### src/verilog/iws_pkg.sv
// constants for the two-wire wake slave interface
package iws_pkg;
  localparam int CLK_HZ = 25000000;
  localparam int WAKE_LOW_TIME_NS = 60000;
  localparam int WAKE_TO_READY_DELAY_US = 2500;
  localparam int WAKE_LOW_CYC = (WAKE_LOW_TIME_NS * (CLK_HZ / 1000000) + 999) / 1000;
  localparam int WAKE_READY_CYC = WAKE_TO_READY_DELAY_US * (CLK_HZ / 1000000);
  localparam int SCL_ENABLE_CYC = WAKE_READY_CYC / 2;
  localparam int WATCHDOG_MS = 1300;
  localparam int WATCHDOG_CYC = WATCHDOG_MS * (CLK_HZ / 1000);
  localparam int BYTE_BITS = 8;
  localparam int ADDR_HI_BIT = 7;
  localparam int ADDR_LO_BIT = 1;
  localparam int TTL_EN_BIT = 3;
  localparam logic [7:0] FN_RESET = 8'h00;
  localparam logic [7:0] FN_SLEEP = 8'h01;
  localparam logic [7:0] FN_IDLE = 8'h02;
  localparam logic [7:0] FN_COMMAND = 8'h03;
  localparam logic [7:0] ADDR_RESET = 8'hc8;
  typedef enum logic [5:0] {
    PW_SLEEP = 6'h01,
    PW_WAKELOW = 6'h02,
    PW_WARMUP = 6'h04,
    PW_AWAKE = 6'h08,
    PW_BUSY = 6'h10,
    PW_IDLE = 6'h20
  } iws_power_type;
  typedef enum logic [3:0] {
    BS_WAIT = 4'h1,
    BS_ADDR = 4'h2,
    BS_FUNC = 4'h4,
    BS_DATA = 4'h8
  } iws_bus_type;
endpackage

### src/verilog/iws_slave.sv
// two-wire target with data-line wake, address match and command hand-over
`timescale 1ns/1ps
`default_nettype none
module iws_slave
  import iws_pkg::*;
#(
  parameter int WATCHDOG_CYCLES = WATCHDOG_CYC,
  parameter int READY_CYCLES = WAKE_READY_CYC,
  parameter int SCL_EN_CYCLES = SCL_ENABLE_CYC,
  parameter int BUF_DEPTH = 128
) (
  input wire logic I_CLK,
  input wire logic I_RST_B,
  input wire logic I_SCL,
  input wire logic I_SDA,
  output logic O_SDA,
  output logic O_SDA_OE_B,
  input wire logic [7:0] I_ADDR_CFG,
  input wire logic I_EXEC_DONE,
  output logic O_TTL_EN,
  output logic O_AWAKE,
  output logic O_BUSY,
  output logic O_CMD_VALID,
  output logic [7:0] O_CMD_COUNT,
  output logic O_BYTE_VALID,
  output logic [7:0] O_BYTE_DATA,
  output logic O_PTR_RESET,
  output logic O_IDLE_REQ,
  output logic O_SLEEP_REQ,
  output logic O_WDT_RESET
);
  logic [1:0] scl_sync_reg;
  logic [1:0] sda_sync_reg;
  logic scl_d_reg;
  logic sda_d_reg;
  logic scl_rise;
  logic scl_fall;
  logic start_det;
  logic stop_det;
  logic scl_en;
  iws_power_type pw_reg;
  iws_bus_type bs_reg;
  logic [31:0] tmr_reg;
  logic [31:0] wdt_reg;
  logic [3:0] bit_reg;
  logic [7:0] sh_reg;
  logic ack_reg;
  logic slot_reg;
  logic from_idle_reg;
  logic [7:0] count_reg;
  logic [7:0] got_reg;
  logic full_go;

  // two synchroniser flops per pin plus a delay flop; the second stage and the delay flop are read
  always_ff @(posedge I_CLK or negedge I_RST_B) begin
    if (!I_RST_B) begin
      scl_sync_reg <= 2'h3;
      sda_sync_reg <= 2'h3;
      scl_d_reg <= 1'b1;
      sda_d_reg <= 1'b1;
    end else begin
      scl_sync_reg <= {scl_sync_reg[0], I_SCL};
      sda_sync_reg <= {sda_sync_reg[0], I_SDA};
      scl_d_reg <= scl_sync_reg[1];
      sda_d_reg <= sda_sync_reg[1];
    end
  end

  // clock sensing only once warm-up passes its midpoint
  assign scl_en = (pw_reg == PW_AWAKE) || (pw_reg == PW_BUSY) ||
                  ((pw_reg == PW_WARMUP) && (tmr_reg >= 32'(SCL_EN_CYCLES)));
  assign scl_rise = scl_en && scl_sync_reg[1] && !scl_d_reg;
  assign scl_fall = scl_en && !scl_sync_reg[1] && scl_d_reg;
  assign start_det = scl_en && scl_sync_reg[1] && scl_d_reg && sda_d_reg && !sda_sync_reg[1];
  assign stop_det = scl_en && scl_sync_reg[1] && scl_d_reg && !sda_d_reg && sda_sync_reg[1];
  assign full_go = (bs_reg == BS_DATA) && (count_reg != 8'h00) && (got_reg >= count_reg);

  // power state: sleep, idle, wake detection, warm-up, awake, busy
  always_ff @(posedge I_CLK or negedge I_RST_B) begin
    if (!I_RST_B) begin
      pw_reg <= PW_SLEEP;
      tmr_reg <= 32'h0;
      from_idle_reg <= 1'b0;
    end else if (wdt_reg >= 32'(WATCHDOG_CYCLES)) begin
      pw_reg <= PW_SLEEP;
      tmr_reg <= 32'h0;
    end else begin
      unique case (pw_reg)
        PW_SLEEP, PW_IDLE: begin
          // only a low data line is watched here
          if (!sda_sync_reg[1]) begin
            pw_reg <= PW_WAKELOW;
            from_idle_reg <= (pw_reg == PW_IDLE);
          end
          tmr_reg <= 32'h0;
        end
        PW_WAKELOW: begin
          if (sda_sync_reg[1]) begin
            // short lows such as a stop must not turn idle into sleep
            pw_reg <= from_idle_reg ? PW_IDLE : PW_SLEEP;
            tmr_reg <= 32'h0;
          end else if (tmr_reg >= 32'(WAKE_LOW_CYC)) begin
            pw_reg <= PW_WARMUP;
            tmr_reg <= 32'h0;
          end else begin
            tmr_reg <= tmr_reg + 32'h1;
          end
        end
        PW_WARMUP: begin
          if (tmr_reg >= 32'(READY_CYCLES)) begin
            pw_reg <= PW_AWAKE;
          end else begin
            tmr_reg <= tmr_reg + 32'h1;
          end
        end
        PW_AWAKE: begin
          // a held-low data line here is not a wake: no state change
          tmr_reg <= 32'h0;
          if (bs_reg == BS_FUNC && bit_reg == 4'd8 && scl_rise) begin
            if (sh_reg == FN_SLEEP) begin
              pw_reg <= PW_SLEEP;
            end else if (sh_reg == FN_IDLE) begin
              pw_reg <= PW_IDLE;
            end
          end else if (full_go && (stop_det || bit_reg == 4'd0)) begin
            pw_reg <= PW_BUSY;
          end
        end
        PW_BUSY: begin
          if (I_EXEC_DONE) begin
            pw_reg <= PW_AWAKE;
          end
        end
      endcase
    end
  end

  // watchdog: runs while awake, restarts on each start
  always_ff @(posedge I_CLK or negedge I_RST_B) begin
    if (!I_RST_B) begin
      wdt_reg <= 32'h0;
    end else if (pw_reg != PW_AWAKE || start_det) begin
      wdt_reg <= 32'h0;
    end else begin
      wdt_reg <= wdt_reg + 32'h1;
    end
  end

  // bit and byte framing
  always_ff @(posedge I_CLK or negedge I_RST_B) begin
    if (!I_RST_B) begin
      bs_reg <= BS_WAIT;
      bit_reg <= 4'h0;
      sh_reg <= 8'h00;
      ack_reg <= 1'b0;
      slot_reg <= 1'b0;
    end else if (pw_reg != PW_AWAKE && pw_reg != PW_BUSY && pw_reg != PW_WARMUP) begin
      bs_reg <= BS_WAIT;
      bit_reg <= 4'h0;
      ack_reg <= 1'b0;
      slot_reg <= 1'b0;
    end else if (start_det) begin
      bs_reg <= BS_ADDR;
      bit_reg <= 4'h0;
      ack_reg <= 1'b0;
      slot_reg <= 1'b0;
    end else if (stop_det) begin
      bs_reg <= BS_WAIT;
      bit_reg <= 4'h0;
      ack_reg <= 1'b0;
      slot_reg <= 1'b0;
    end else if (bs_reg != BS_WAIT) begin
      if (scl_rise && bit_reg < 4'd8) begin
        sh_reg <= {sh_reg[6:0], sda_sync_reg[1]};
        bit_reg <= bit_reg + 4'h1;
      end else if (scl_fall && bit_reg == 4'd8 && !slot_reg) begin
        // slot flag marks the ack clock, so a nacked byte still ends its frame
        slot_reg <= 1'b1;
        // ack the address only on match, not while executing
        if (bs_reg == BS_ADDR) begin
          ack_reg <= (sh_reg[ADDR_HI_BIT:ADDR_LO_BIT] == I_ADDR_CFG[ADDR_HI_BIT:ADDR_LO_BIT]) &&
                     (pw_reg == PW_AWAKE) && !sh_reg[0];
          if (!((sh_reg[ADDR_HI_BIT:ADDR_LO_BIT] == I_ADDR_CFG[ADDR_HI_BIT:ADDR_LO_BIT]) &&
                (pw_reg == PW_AWAKE) && !sh_reg[0])) begin
            // reads return data outside this block, so they are not claimed here
            bs_reg <= BS_WAIT;
          end
        end else begin
          // nack past the count, and sleep/idle: a release after the ninth rise would be a stop
          ack_reg <= (pw_reg == PW_AWAKE) &&
                     !(bs_reg == BS_DATA && count_reg != 8'h00 && got_reg >= count_reg) &&
                     !(bs_reg == BS_FUNC && (sh_reg == FN_SLEEP || sh_reg == FN_IDLE));
        end
      end else if (scl_fall && bit_reg == 4'd8) begin
        slot_reg <= 1'b0;
        ack_reg <= 1'b0;
        bit_reg <= 4'h0;
        if (bs_reg == BS_ADDR) begin
          bs_reg <= BS_FUNC;
        end else if (bs_reg == BS_FUNC) begin
          bs_reg <= (sh_reg == FN_COMMAND) ? BS_DATA : BS_WAIT;
        end
      end
    end
  end

  // command bytes: first is the count, the rest the block
  always_ff @(posedge I_CLK or negedge I_RST_B) begin
    if (!I_RST_B) begin
      count_reg <= 8'h00;
      got_reg <= 8'h00;
      O_BYTE_VALID <= 1'b0;
      O_BYTE_DATA <= 8'h00;
      O_PTR_RESET <= 1'b0;
      O_CMD_VALID <= 1'b0;
      O_CMD_COUNT <= 8'h00;
    end else begin
      O_BYTE_VALID <= 1'b0;
      O_PTR_RESET <= 1'b0;
      O_CMD_VALID <= 1'b0;
      if (pw_reg == PW_SLEEP || pw_reg == PW_IDLE) begin
        count_reg <= 8'h00;
        got_reg <= 8'h00;
      end else if (pw_reg == PW_AWAKE && full_go && (stop_det || bit_reg == 4'd0)) begin
        O_CMD_VALID <= 1'b1;
        O_CMD_COUNT <= count_reg;
        count_reg <= 8'h00;
        got_reg <= 8'h00;
      end else if (scl_rise && bit_reg == 4'd8 && ack_reg) begin
        if (bs_reg == BS_FUNC && sh_reg == FN_RESET) begin
          O_PTR_RESET <= 1'b1;
          count_reg <= 8'h00;
          got_reg <= 8'h00;
        end else if (bs_reg == BS_DATA && got_reg < 8'(BUF_DEPTH)) begin
          if (got_reg == 8'h00) begin
            count_reg <= sh_reg;
          end
          got_reg <= got_reg + 8'h1;
          O_BYTE_VALID <= 1'b1;
          O_BYTE_DATA <= sh_reg;
        end
      end
    end
  end

  // open drain: only ever pulls low
  always_ff @(posedge I_CLK or negedge I_RST_B) begin
    if (!I_RST_B) begin
      O_SDA <= 1'b0;
      O_SDA_OE_B <= 1'b1;
    end else begin
      O_SDA <= 1'b0;
      O_SDA_OE_B <= !ack_reg;
    end
  end

  // status outputs; threshold bit fixed per application
  always_ff @(posedge I_CLK or negedge I_RST_B) begin
    if (!I_RST_B) begin
      O_TTL_EN <= 1'b0;
      O_AWAKE <= 1'b0;
      O_BUSY <= 1'b0;
      O_IDLE_REQ <= 1'b0;
      O_SLEEP_REQ <= 1'b0;
      O_WDT_RESET <= 1'b0;
    end else begin
      O_TTL_EN <= I_ADDR_CFG[TTL_EN_BIT];
      O_AWAKE <= (pw_reg == PW_AWAKE) || (pw_reg == PW_BUSY);
      O_BUSY <= pw_reg == PW_BUSY;
      O_IDLE_REQ <= pw_reg == PW_IDLE;
      O_SLEEP_REQ <= pw_reg == PW_SLEEP;
      O_WDT_RESET <= wdt_reg >= 32'(WATCHDOG_CYCLES);
    end
  end
endmodule
`default_nettype wire
### config.mk
export PLATFORM = sky130hd
export DESIGN_NAME = iws_slave
export DESIGN_NICKNAME = d
export VERILOG_FILES = /design/src/verilog/iws_pkg.sv /design/src/verilog/iws_slave.sv
export SDC_FILE = /design/constraint.sdc
export NUM_CORES = 1
export LEC_CHECK = 0
export BUFFER_PORTS_ARGS = -buffer_cell sky130_fd_sc_hd__buf_2
export CORE_MARGIN = 10
export CORE_UTILIZATION = 60
export DETAILED_ROUTE_END_ITERATION = 12
export GPL_TIMING_DRIVEN = 1
export PLACE_DENSITY = 0.84
export SETUP_SLACK_MARGIN = 0.1
export SYNTH_ARGS = -nofsm -noshare
export SYNTH_HDL_FRONTEND = slang
export SYNTH_SLANG_ARGS = --single-unit
### constraint.sdc
create_clock -name I_CLK -period 8.45 [get_ports I_CLK]
set_clock_uncertainty 0.2 [all_clocks]
set_input_delay 0.4225 -clock I_CLK [delete_from_list [all_inputs] [get_ports I_CLK]]
set_output_delay 0.4225 -clock I_CLK [all_outputs]
set_load 0.005 [all_outputs]
After elaboration in Yosys (flattened, before gate mapping)
Index checks and enable logic that the tools add are counted.

storage, ports and cells
  flip-flop bits (word level) = 137
  bits in latches = 0
  memory bits (writable) = 0
  ROM bits = 0
  input bits = 13
  output and inout bits = 27
  logic and storage cells = 219
  memories kept = 0

operators by class
  $add $sub $neg = 4
  $mul = 0
  div/mod/pow operators = 0
  magnitude comparators = 7
  equality and inequality tests = 29
  shifts and indexed selects = 0
  muxes and demuxes = 73
  bitwise logic cells = 8
  reductions and logical operators = 71

operator list
  cell                   count
  $mux 32                5
  $pmux 32 s3            1
  $mux 8                 11
  $mux 4                 19
  $mux 6                 11
  $add 32x1->32 const B  2
  $ge 32x11->1 const B   1
  $ge 32x15->1 const B   1
  $ge 32x16->1 const B   1
  $ge 32x25->1 const B   1
  $logic_and 1x1->1      31
  $pmux 6 s5             1
  $mux 1                 25
  $eq 8x2->1 const B     2
  $logic_not 8->1        2
  $reduce_bool 4->1      4
  $reduce_bool 5->1      3
  $reduce_and 3->1       4
  $reduce_and 6->1       2
  $ne 5x5->1 const B     2
  $reduce_and 5->1       2
  $logic_not 1->1        9
  $add 8x1->8 const B    1
  $eq 4x4->1 const B     2
  other kinds (33)       49

Longest topological paths before layout
Gate-level depths: netlist of the first run.

  word-level depth = 13
  mapped depth = 11

Least setup slack after synthesis of the first run
OpenSTA, ideal clock, no wires.

  path type = register to register
  from = register tmr_reg[0]
  to = register count_reg[0]
  data arrival time = 2.730 ns
  data required time = 8.125 ns
  setup slack = 5.395 ns
  stages on the path, launching flop included = 10
  path buffers = 0
  path through = dfrtp_1 -> inv_1 -> ha_1 -> o41ai_1 -> nand4_1 -> a311oi_1 -> a211o_1 -> o31a_1 -> a21boi_4 -> mux2_2

on the way
  word-level cells in the longest chain between the ends = 11
  elaborated cells on any way between the ends = 18

RTL lines
  element                                                           line                              text
  start, declared                                                   iws_slave.sv:43                   logic [31:0] tmr_reg;
  start signal, assigned                                            iws_slave.sv:106                  tmr_reg <= tmr_reg + 32'h1;
  start signal, assigned                                            iws_slave.sv:113                  tmr_reg <= tmr_reg + 32'h1;
  $ge 32x15->1 (*)                                                  iws_slave.sv:71                   ((pw_reg == PW_WARMUP) && (tmr_reg >= 32'(SCL_EN_CYCLES)));
  $logic_and 1x1->1 (*)                                             iws_slave.sv:71
  $logic_or 1x1->1 (*)                                              iws_slave.sv:70                   assign scl_en = (pw_reg == PW_AWAKE) || (pw_reg == PW_BUSY) ||
  $logic_and 1x1->1 (*)                                             iws_slave.sv:72, iws_slave.sv:75
  $logic_and 1x1->1 (3 in a row)                                    iws_slave.sv:75                   assign stop_det = scl_en && scl_sync_reg[1] && scl_d_reg && !sda_d_reg && sda_sync_reg[1];
  $logic_or 1x1->1                                                  iws_slave.sv:224                  end else if (pw_reg == PW_AWAKE && full_go && (stop_det || bit_reg == 4'd0)) begin
  $logic_and 1x1->1                                                 iws_slave.sv:224
  $reduce_bool 4->1 (no source line), or another cell as far along  --
  $reduce_and 3->1 (no source line) or $mux 8 (tied branches)       --
  end signal, assigned                                              iws_slave.sv:236                  count_reg <= sh_reg;
  end, declared                                                     iws_slave.sv:50                   logic [7:0] count_reg;

Mark *: on every way between the ends. The rest lies on a longest branch, timed or not.
A chain may end at the register's enable or synchronous reset.

Final worst setup path of the first run
  from = register pw_reg[5]
  to = register tmr_reg[29]

on the way
  word-level cells in the longest chain between the ends = 4
  elaborated cells on any way between the ends = 11

RTL lines
  element                                           line              text
  start, declared                                   iws_slave.sv:41   iws_power_type pw_reg;
  start signal, assigned                            iws_slave.sv:100  pw_reg <= from_idle_reg ? PW_IDLE : PW_SLEEP;
  $eq 6x4->1, or another cell as far along          iws_slave.sv:88   unique case (pw_reg)
  $reduce_or 3->1 (no source line)                  --
  $pmux 32 s3 or $reduce_bool 4->1 (tied branches)  --
  $mux 32 or $reduce_and 2->1 (tied branches)       --

Several ways; a longest one is shown, not always the timed one.

==> metrics.log, run 1 <==
[metrics] result of the run: finished, final reports clean
[metrics] setup slack of the worst register-to-register path: roughly 4500 ps
[metrics] count of nets after finishing: 779
[metrics] proportion of layout cells with a drive suffix above 1: 0.152
[metrics] Power Total: approximately 1.9 mW
[metrics] Peak VDD IR: 0.000148 V
[metrics] number of warnings printed during yosys synthesis: 0
[metrics] Worst Path Arrival: 4090 ps
[metrics] length of the first detailed-routing pass in iterations: 5
[metrics] post-detailed-route count of antenna-violating nets: 0
[metrics] setup repair after global routing missed its margin: false
[metrics] setup fix buffers added after clock tree synthesis: 0
[metrics] area of the multi-input gates: about 0.0033 sq mm
[metrics] Slew @ Worst Pin: 1220 ps
[metrics] number of buffers created by CTS: 17
[metrics] maximum fanout along the worst path: 16
[metrics] cell count of the worst reg-to-reg path: 6
[metrics] launch instance of the worst register-to-register path: pw_reg[5]
[metrics] Via density: 6.30
[metrics] max-cap viol count: 0
[metrics] Top Ports: 40
[metrics] detailed placer's ending HPWL: 10500 um
[metrics] floorplan die height: 128 um
[metrics] synthesized instance count: 713
[metrics] layout overhead on the synthesized area: 14.4%
[metrics] total global routing overflow: 0
[metrics] combined flip-flop and latch cell area: 0.00344 sq mm
[metrics] Clock Tree Root: sky130_fd_sc_hd__clkbuf_16
[metrics] total placed instance area: approximately 0.0073 sq mm
[metrics] number of failing hold endpoints at the final stage: 0
[metrics] detailed-route wire length: 16000 um
[metrics] register area share after synthesis: 0.491
[metrics] number of pins with negative max-slew slack in the final report: 0
[metrics] first-pass GRT wire length: ~27000 um
[metrics] count of flip-flops with a built-in enable after synthesis: 0
[metrics] die span in x: 128 um
[metrics] critical path startpoint: pw_reg[5]
[metrics] kind of end point of the critical path: flip-flop
[metrics] total of buffers placed on input and output ports: 37
[metrics] Max-slew headroom: 0.186
[metrics] antenna violations before repair: 0
[metrics] drt first-iter violations: 646
[metrics] area enclosed by the die boundary: 0.0164 sq mm
[metrics] CTS clk-pin slew, worst paths: 60 ps
[metrics] count of cell types in the netlist: 73
[metrics] clk sink count: 137
[metrics] # H-tree levels: 4
[metrics] Clock Path Buffers: 2
[metrics] clk_lat worst skew: 430 ps
[metrics] Mean Syn Cell Area: 9.83 sq um
[metrics] pin count of the biggest net entering global routing: 80
[metrics] via count: around 5700
[metrics] post-route minimum period: 3980 ps
[metrics] highest clock frequency the design can meet: 251 MHz
[metrics] antenna fix cells: 0
[metrics] async set-or-reset flop fraction in the synthesized netlist: 1.00
[metrics] worst r2r dst: tmr_reg[29]
[metrics] most frequently used flop master after synthesis: sky130_fd_sc_hd__dfrtp_1
[metrics] required arrival time at the worst endpoint: 8560 ps
[metrics] kind of critical path: flip-flop to flip-flop
[metrics] post-layout instance area: 0.00802 sq mm
[metrics] Tightest Hold Check Type: primary input to flip-flop
[metrics] post-route setup TNS: 0 ps
[metrics] synthesized cell area: 0.00701 sq mm
[metrics] count of fill cells added during filler insertion: just under 800
[metrics] mean routed wirelength per cell: 17.6 um
[metrics] area of the core: 0.0114 sq mm
[metrics] total of endpoints with negative setup slack in the final report: 0
[metrics] total number of placement rows: 39
[metrics] critical path startpoint category: flip-flop
[metrics] critical path endpoint: tmr_reg[29]
[metrics] Final Cycle Share: 0.472
[metrics] initial cell density of the core: 0.614
[metrics] areal power density over the cells: 231 mW/mm^2
[metrics] routability congestion estimate: 0.915
[metrics] leakage power: 3.70 nW
[metrics] number of design rule violations left after detail routing: 0
[metrics] CTS tree: built
[metrics] vias in the first global route: ~5500
[metrics] net count of the mapped netlist: 743
[metrics] number of synthesized register bits: about 140
[metrics] global-route usage over all layers: 0.198
==> layout make-up <==
class                           count  area share
Inverter                           30      0.0147
Timing Repair Buffer               44      0.0317
Tap cell                          143      0.0223
Multi-Input combinational cell    519       0.416
Sequential cell                   137       0.429
Clock inverter                     12      0.0306
Clock buffer                       20      0.0557
==> cells by family after synthesis <==
group                      Yosys count  share of synthesized area
other                                1                   0.000535
buffers and inverters               57                     0.0346
muxes                               21                     0.0336
adders and majority gates           17                     0.0303
AOI/OAI and AO/OA                  132                      0.130
and+or+nand+nor                    307                      0.229
xor gates and xnor gates            41                     0.0512
DFF                                137                      0.491
==> worst min-delay path by stage <==
| stage | endpoint | startpoint | slack [ps] | cells past startpoint |
|---|---|---|---|---|
| floorplan | O_AWAKE | I_RST_B | -70 | 0 |
| global placement | sda_sync_reg[1] | sda_sync_reg[0] | 150 | 0 |
| detailed placement | sda_sync_reg[1] | sda_sync_reg[0] | 150 | 0 |
| CTS | pw_reg[4] | I_EXEC_DONE | 90 | 4 |
| global route | pw_reg[4] | I_EXEC_DONE | 100 | 4 |
| finish | pw_reg[4] | I_EXEC_DONE | 120 | 4 |
==> report_power, final <==
part           leakage (nW)  total [mW]  switching [mW]  internal, mW
combinational          1.50       0.276           0.184        0.0914
clock                 0.322       0.867           0.278         0.590
sequential             1.88       0.712          0.0331         0.679
==> layout by cell type, fill, tap and decap left out, drive strengths merged, types with 6 or more instances in the layout <==
cell and instances:
dfrtp 128, nor2 70, nand2 63, buf 40, nand3 33, a21oi 32
inv 29, o21ai 28, xor2 26, and2 20, clkbuf 20, mux2 20
nor3 19, ha 17, nand4 15, xnor2 15, and3 14, or3 11
nor4 10, nor2b 10, dfstp 9, a31oi 9, nand2b 8, a22o 7
bufinv 7, o31ai 6, or4 6
==> stage by stage <==
step / setup WS [ps] / hold slack (ps) / utilization / std cells
global placement: 4560 / 146 / 0.638 / 869
floorplan: 5400 / -73.1 / - / 713
global route: 4230 / 104 / 0.702 / 905
CTS: 4530 / 92.1 / 0.702 / 905
detailed placement: 4580 / 148 / 0.638 / 869
finish: 4470 / 117 / 0.702 / 905
==> Yosys cell counts, types with 4 or more instances <==
library cell | count | share of area
sky130_fd_sc_hd__a211o_1 | 4 | 0.0050
sky130_fd_sc_hd__a21o_1 | 5 | 0.0054
sky130_fd_sc_hd__a21oi_1 | 32 | 0.023
sky130_fd_sc_hd__a22o_1 | 7 | 0.0087
sky130_fd_sc_hd__a31oi_1 | 9 | 0.0080
sky130_fd_sc_hd__and2_1 | 20 | 0.018
sky130_fd_sc_hd__and3_1 | 14 | 0.012
sky130_fd_sc_hd__buf_2 | 5 | 0.0036
sky130_fd_sc_hd__clkbuf_1 | 17 | 0.0091
sky130_fd_sc_hd__dfrtp_1 | 128 | 0.46
sky130_fd_sc_hd__dfstp_2 | 9 | 0.034
sky130_fd_sc_hd__ha_1 | 17 | 0.030
sky130_fd_sc_hd__inv_1 | 28 | 0.015
sky130_fd_sc_hd__mux2_1 | 8 | 0.013
sky130_fd_sc_hd__mux2_2 | 12 | 0.019
sky130_fd_sc_hd__nand2_1 | 63 | 0.034
sky130_fd_sc_hd__nand2b_1 | 8 | 0.0071
sky130_fd_sc_hd__nand3_1 | 33 | 0.024
sky130_fd_sc_hd__nand4_1 | 15 | 0.013
sky130_fd_sc_hd__nor2_1 | 69 | 0.037
sky130_fd_sc_hd__nor2b_1 | 10 | 0.0089
sky130_fd_sc_hd__nor3_1 | 18 | 0.013
sky130_fd_sc_hd__nor3b_1 | 4 | 0.0043
sky130_fd_sc_hd__nor4_1 | 10 | 0.0089
sky130_fd_sc_hd__nor4b_1 | 4 | 0.0050
sky130_fd_sc_hd__o211ai_1 | 5 | 0.0054
sky130_fd_sc_hd__o21ai_0 | 26 | 0.019
sky130_fd_sc_hd__o31ai_1 | 6 | 0.0064
sky130_fd_sc_hd__o41ai_1 | 5 | 0.0062
sky130_fd_sc_hd__or2_2 | 4 | 0.0036
sky130_fd_sc_hd__or3_1 | 11 | 0.0098
sky130_fd_sc_hd__or3b_2 | 5 | 0.0062
sky130_fd_sc_hd__or4_1 | 5 | 0.0054
sky130_fd_sc_hd__xnor2_1 | 15 | 0.019
sky130_fd_sc_hd__xor2_1 | 26 | 0.032
==> critical path, cell delays in order (launching register included) <==
cell,delay (ps)
sky130_fd_sc_hd__dfrtp_1,480
sky130_fd_sc_hd__or4_4,550
sky130_fd_sc_hd__nor3b_1,670
sky130_fd_sc_hd__nor2_1,130
sky130_fd_sc_hd__a21oi_1,980
sky130_fd_sc_hd__a21oi_1,530
sky130_fd_sc_hd__and2_1,320
==> routing by layer <==
layer / global-route usage / vias up / share of wire
met5: 0 / - / 0
met4: 0.0828 / 0 / 0.024
met3: 0.0513 / 40 / 0.050
met2: 0.327 / 199 / 0.50
met1: 0.241 / 2852 / 0.43
li1: - / 2608 / -
==> what timing repair did <==
action / CTS / global route
endpoints found under the hold margin: 52 / 0
hold buffers: 4 / 0
resized for setup: 0 / 0
Power figures use the tool's default switching activity.
==> run 2: changes to the inputs <==
--- a/config.mk
+++ b/config.mk
@@ -7,10 +7,10 @@
 export LEC_CHECK = 0
 export BUFFER_PORTS_ARGS = -buffer_cell sky130_fd_sc_hd__buf_2
 export CORE_MARGIN = 10
-export CORE_UTILIZATION = 60
+export CORE_UTILIZATION = 55
 export DETAILED_ROUTE_END_ITERATION = 12
 export GPL_TIMING_DRIVEN = 1
-export PLACE_DENSITY = 0.84
+export PLACE_DENSITY = 0.81
 export SETUP_SLACK_MARGIN = 0.1
 export SYNTH_ARGS = -nofsm -noshare
 export SYNTH_HDL_FRONTEND = slang
==> constraint.sdc (replaced) <==
create_clock -name I_CLK -period 3.4 [get_ports I_CLK]
set_clock_uncertainty 0.2 [all_clocks]
set_input_delay 0.17 -clock I_CLK [delete_from_list [all_inputs] [get_ports I_CLK]]
set_output_delay 0.17 -clock I_CLK [all_outputs]
set_load 0.005 [all_outputs]
==> run 2 against run 1 <==
Effect of this change:
- first-iteration DRC count decreased by 23%
- critical path depth increased by 4
- critical endpoint is now count_reg[7]
- power increased by 130%
- global-route usage decreased by 1.7 points
- non-clock buffer count increased by 12
- combinational power increased to 2.5 times the previous value
- highest routed layer unchanged
- largest cell class unchanged
- worst hold slack improved by 37 ps
- clock power increased by 97%
==> metrics.log, run 2 (same netlist as run 1, synthesis figures left out) <==
[metrics] via count: 5637 (was 5699)
[metrics] layout overhead on the synthesized area: 14.5% (was 14.4%)
[metrics] Max-slew headroom: 0.259 (was 0.186)
[metrics] first-pass GRT wire length: 27000 um (was 26800 um)
[metrics] routability congestion estimate: 0.909 (was 0.915)
[metrics] CTS clk-pin slew, worst paths: 60 ps (about the same)
[metrics] Tightest Hold Check Type: flip-flop to flip-flop (was primary input to flip-flop)
[metrics] Slew @ Worst Pin: 1110 ps (was 1220 ps)
[metrics] final-layout worst hold slack: 154 ps (was 117 ps)
[metrics] Clock Tree Root: sky130_fd_sc_hd__clkbuf_16 (unchanged)
[metrics] proportion of layout cells with a drive suffix above 1: 0.171 (was 0.152)
[metrics] total global routing overflow: 0 (unchanged)
[metrics] clk_lat worst skew: 430 ps (about the same)
[metrics] maximum fanout along the worst path: 6 (was 16)
[metrics] number of design rule violations left after detail routing: 0 (unchanged)
[metrics] floorplan die height: 133 um (was 128 um)
[metrics] highest clock frequency the design can meet: 318 MHz (was 251 MHz)
[metrics] leakage power: 3.69 nW (was 3.70 nW)
[metrics] kind of critical path: flip-flop to flip-flop (unchanged)
[metrics] global-route usage over all layers: 0.182 (was 0.198)
[metrics] number of failing hold endpoints at the final stage: 0 (unchanged)
[metrics] worst slack after detailed placement: 177 ps (was 4580 ps)
[metrics] total of endpoints with negative setup slack in the final report: 0 (unchanged)
[metrics] critical path startpoint category: flip-flop (unchanged)
[metrics] initial cell density of the core: 0.558 (was 0.614)
[metrics] final setup margin: 253 ps (was 4470 ps)
[metrics] post-detailed-route count of antenna-violating nets: 0 (unchanged)
[metrics] length of the first detailed-routing pass in iterations: 4 (was 5)
[metrics] kind of end point of the critical path: flip-flop (unchanged)
[metrics] cell count of the worst reg-to-reg path: 10 (was 6)
[metrics] area of the core: 0.0126 sq mm (was 0.0114 sq mm)
[metrics] antenna fix cells: 0 (unchanged)
[metrics] die span in x: 133 um (was 128 um)
[metrics] Final Cycle Share: 0.926 (was 0.472)
[metrics] total of buffers placed on input and output ports: 37 (unchanged)
[metrics] result of the run: finished, final reports clean (unchanged)
[metrics] Top Ports: 40 (unchanged)
[metrics] area enclosed by the die boundary: 0.0177 sq mm (was 0.0164 sq mm)
[metrics] count of nets after finishing: 791 (was 779)
[metrics] drt first-iter violations: 496 (was 646)
[metrics] number of buffers created by CTS: 17 (unchanged)
[metrics] pin count of the biggest net entering global routing: 128 (was 80)
[metrics] clk sink count: 137 (unchanged)
[metrics] setup repair after global routing missed its margin: false (unchanged)
[metrics] Peak VDD IR: 0.000275 V (was 0.000148 V)
[metrics] Clock Path Buffers: 2 (unchanged)
[metrics] antenna violations before repair: 0 (unchanged)
[metrics] most common cell after layout, fill and taps aside: sky130_fd_sc_hd__dfrtp_1 (unchanged)
[metrics] vias in the first global route: 5737 (was 5528)
[metrics] total number of placement rows: 41 (was 39)
[metrics] max-cap viol count: 0 (unchanged)
[metrics] # H-tree levels: 4 (unchanged)
[metrics] CTS tree: built (unchanged)
[metrics] required arrival time at the worst endpoint: 3510 ps (was 8560 ps)
[metrics] detailed-route wire length: 15400 um (was 16000 um)
[metrics] detailed placer's ending HPWL: 10400 um (was 10500 um)
[metrics] Via density: 5.96 (was 6.30)
[metrics] post-route setup TNS: 0 ps (unchanged)
[metrics] areal power density over the cells: 522 mW/mm^2 (was 231 mW/mm^2)
[metrics] post-route minimum period: 3150 ps (was 3980 ps)
[metrics] mean routed wirelength per cell: 16.3 um (was 17.6 um)
[metrics] commonest cells after routing, fill and taps aside: 127 x sky130_fd_sc_hd__dfrtp_1, 69 x sky130_fd_sc_hd__nor2_1, 63 x sky130_fd_sc_hd__nand2_1 (was 128 x sky130_fd_sc_hd__dfrtp_1, 69 x sky130_fd_sc_hd__nor2_1, 63 x sky130_fd_sc_hd__nand2_1)
[metrics] number of pins with negative max-slew slack in the final report: 0 (unchanged)
[metrics] Worst Hold Depth: 0 (was 4)
[metrics] Worst Path Arrival: 3260 ps (was 4090 ps)
[metrics] count of fill cells added during filler insertion: 988 (was 781)
## run 2: cell type report
cell class	count	area, sq um	area share
Inverter	30	118	0.0147
Sequential cell	137	3440	0.429
Clock buffer	17	425	0.0530
Timing Repair Buffer	56	347	0.0432
Tap cell	172	215	0.0268
Clock inverter	15	130	0.0162
Multi-Input combinational cell	519	3350	0.417
## run 2: layer usage
metal	vias to the layer above	share of wire	global-route usage	wire (um)
li1	2622	-	-	-
met1	2769	0.42	0.225	6410
met2	200	0.49	0.285	7590
met3	46	0.061	0.0439	937
met4	0	0.030	0.101	465
met5	-	0	0	0
## run 2: power by group
group          internal, mW  total [mW]  switching [mW]  leakage, nW
Sequential             1.69        1.77          0.0838         1.87
Clock                  1.00        1.71           0.712        0.257
Combinational         0.248       0.703           0.454         1.56
Total                  2.94        4.19            1.25         3.69
## run 2: per-stage QoR
| stage | cells | instance area (sq um) | utilization | power [mW] |
|---|---|---|---|---|
| floorplan | 713 | 7010 | - | 2.28 |
| global placement | 906 | 7380 | 0.588 | 2.44 |
| detailed placement | 906 | 7380 | 0.588 | 2.48 |
| CTS | 943 | 7990 | 0.636 | 4.20 |
| global route | 946 | 8030 | 0.639 | 4.39 |
| finish | 946 | 8030 | 0.639 | 4.19 |
## run 2: worst max-delay path, stage by stage (launching register included)
cell                       delay (ps)
sky130_fd_sc_hd__dfrtp_2          400
sky130_fd_sc_hd__inv_1             80
sky130_fd_sc_hd__ha_1             200
sky130_fd_sc_hd__o41ai_1          370
sky130_fd_sc_hd__nand4_1          170
sky130_fd_sc_hd__a311oi_2         320
sky130_fd_sc_hd__buf_4            200
sky130_fd_sc_hd__a211o_1          230
sky130_fd_sc_hd__o31a_1           220
sky130_fd_sc_hd__a21boi_4         280
sky130_fd_sc_hd__mux2_2           370
## run 2: path summary, 6_finish.rpt
path                            startpoint              end  slack, ps
max in group asynchronous          I_RST_B       wdt_reg[9]       1880
hold / removal             sda_sync_reg[0]  sda_sync_reg[1]        150
setup / recovery                tmr_reg[0]     count_reg[7]        250
min in group asynchronous          I_RST_B     O_BYTE_VALID        290
setup reg to reg                tmr_reg[0]     count_reg[7]        250
hold reg to reg            sda_sync_reg[0]  sda_sync_reg[1]        150
## run 2: timing repair
action / in CTS / in global routing
hold buffers: 5 / 0
setup buffers: 0 / 3
endpoints found under the setup margin: 0 / 7
endpoints found under the hold margin: 121 / 0
resized for setup: 0 / 3
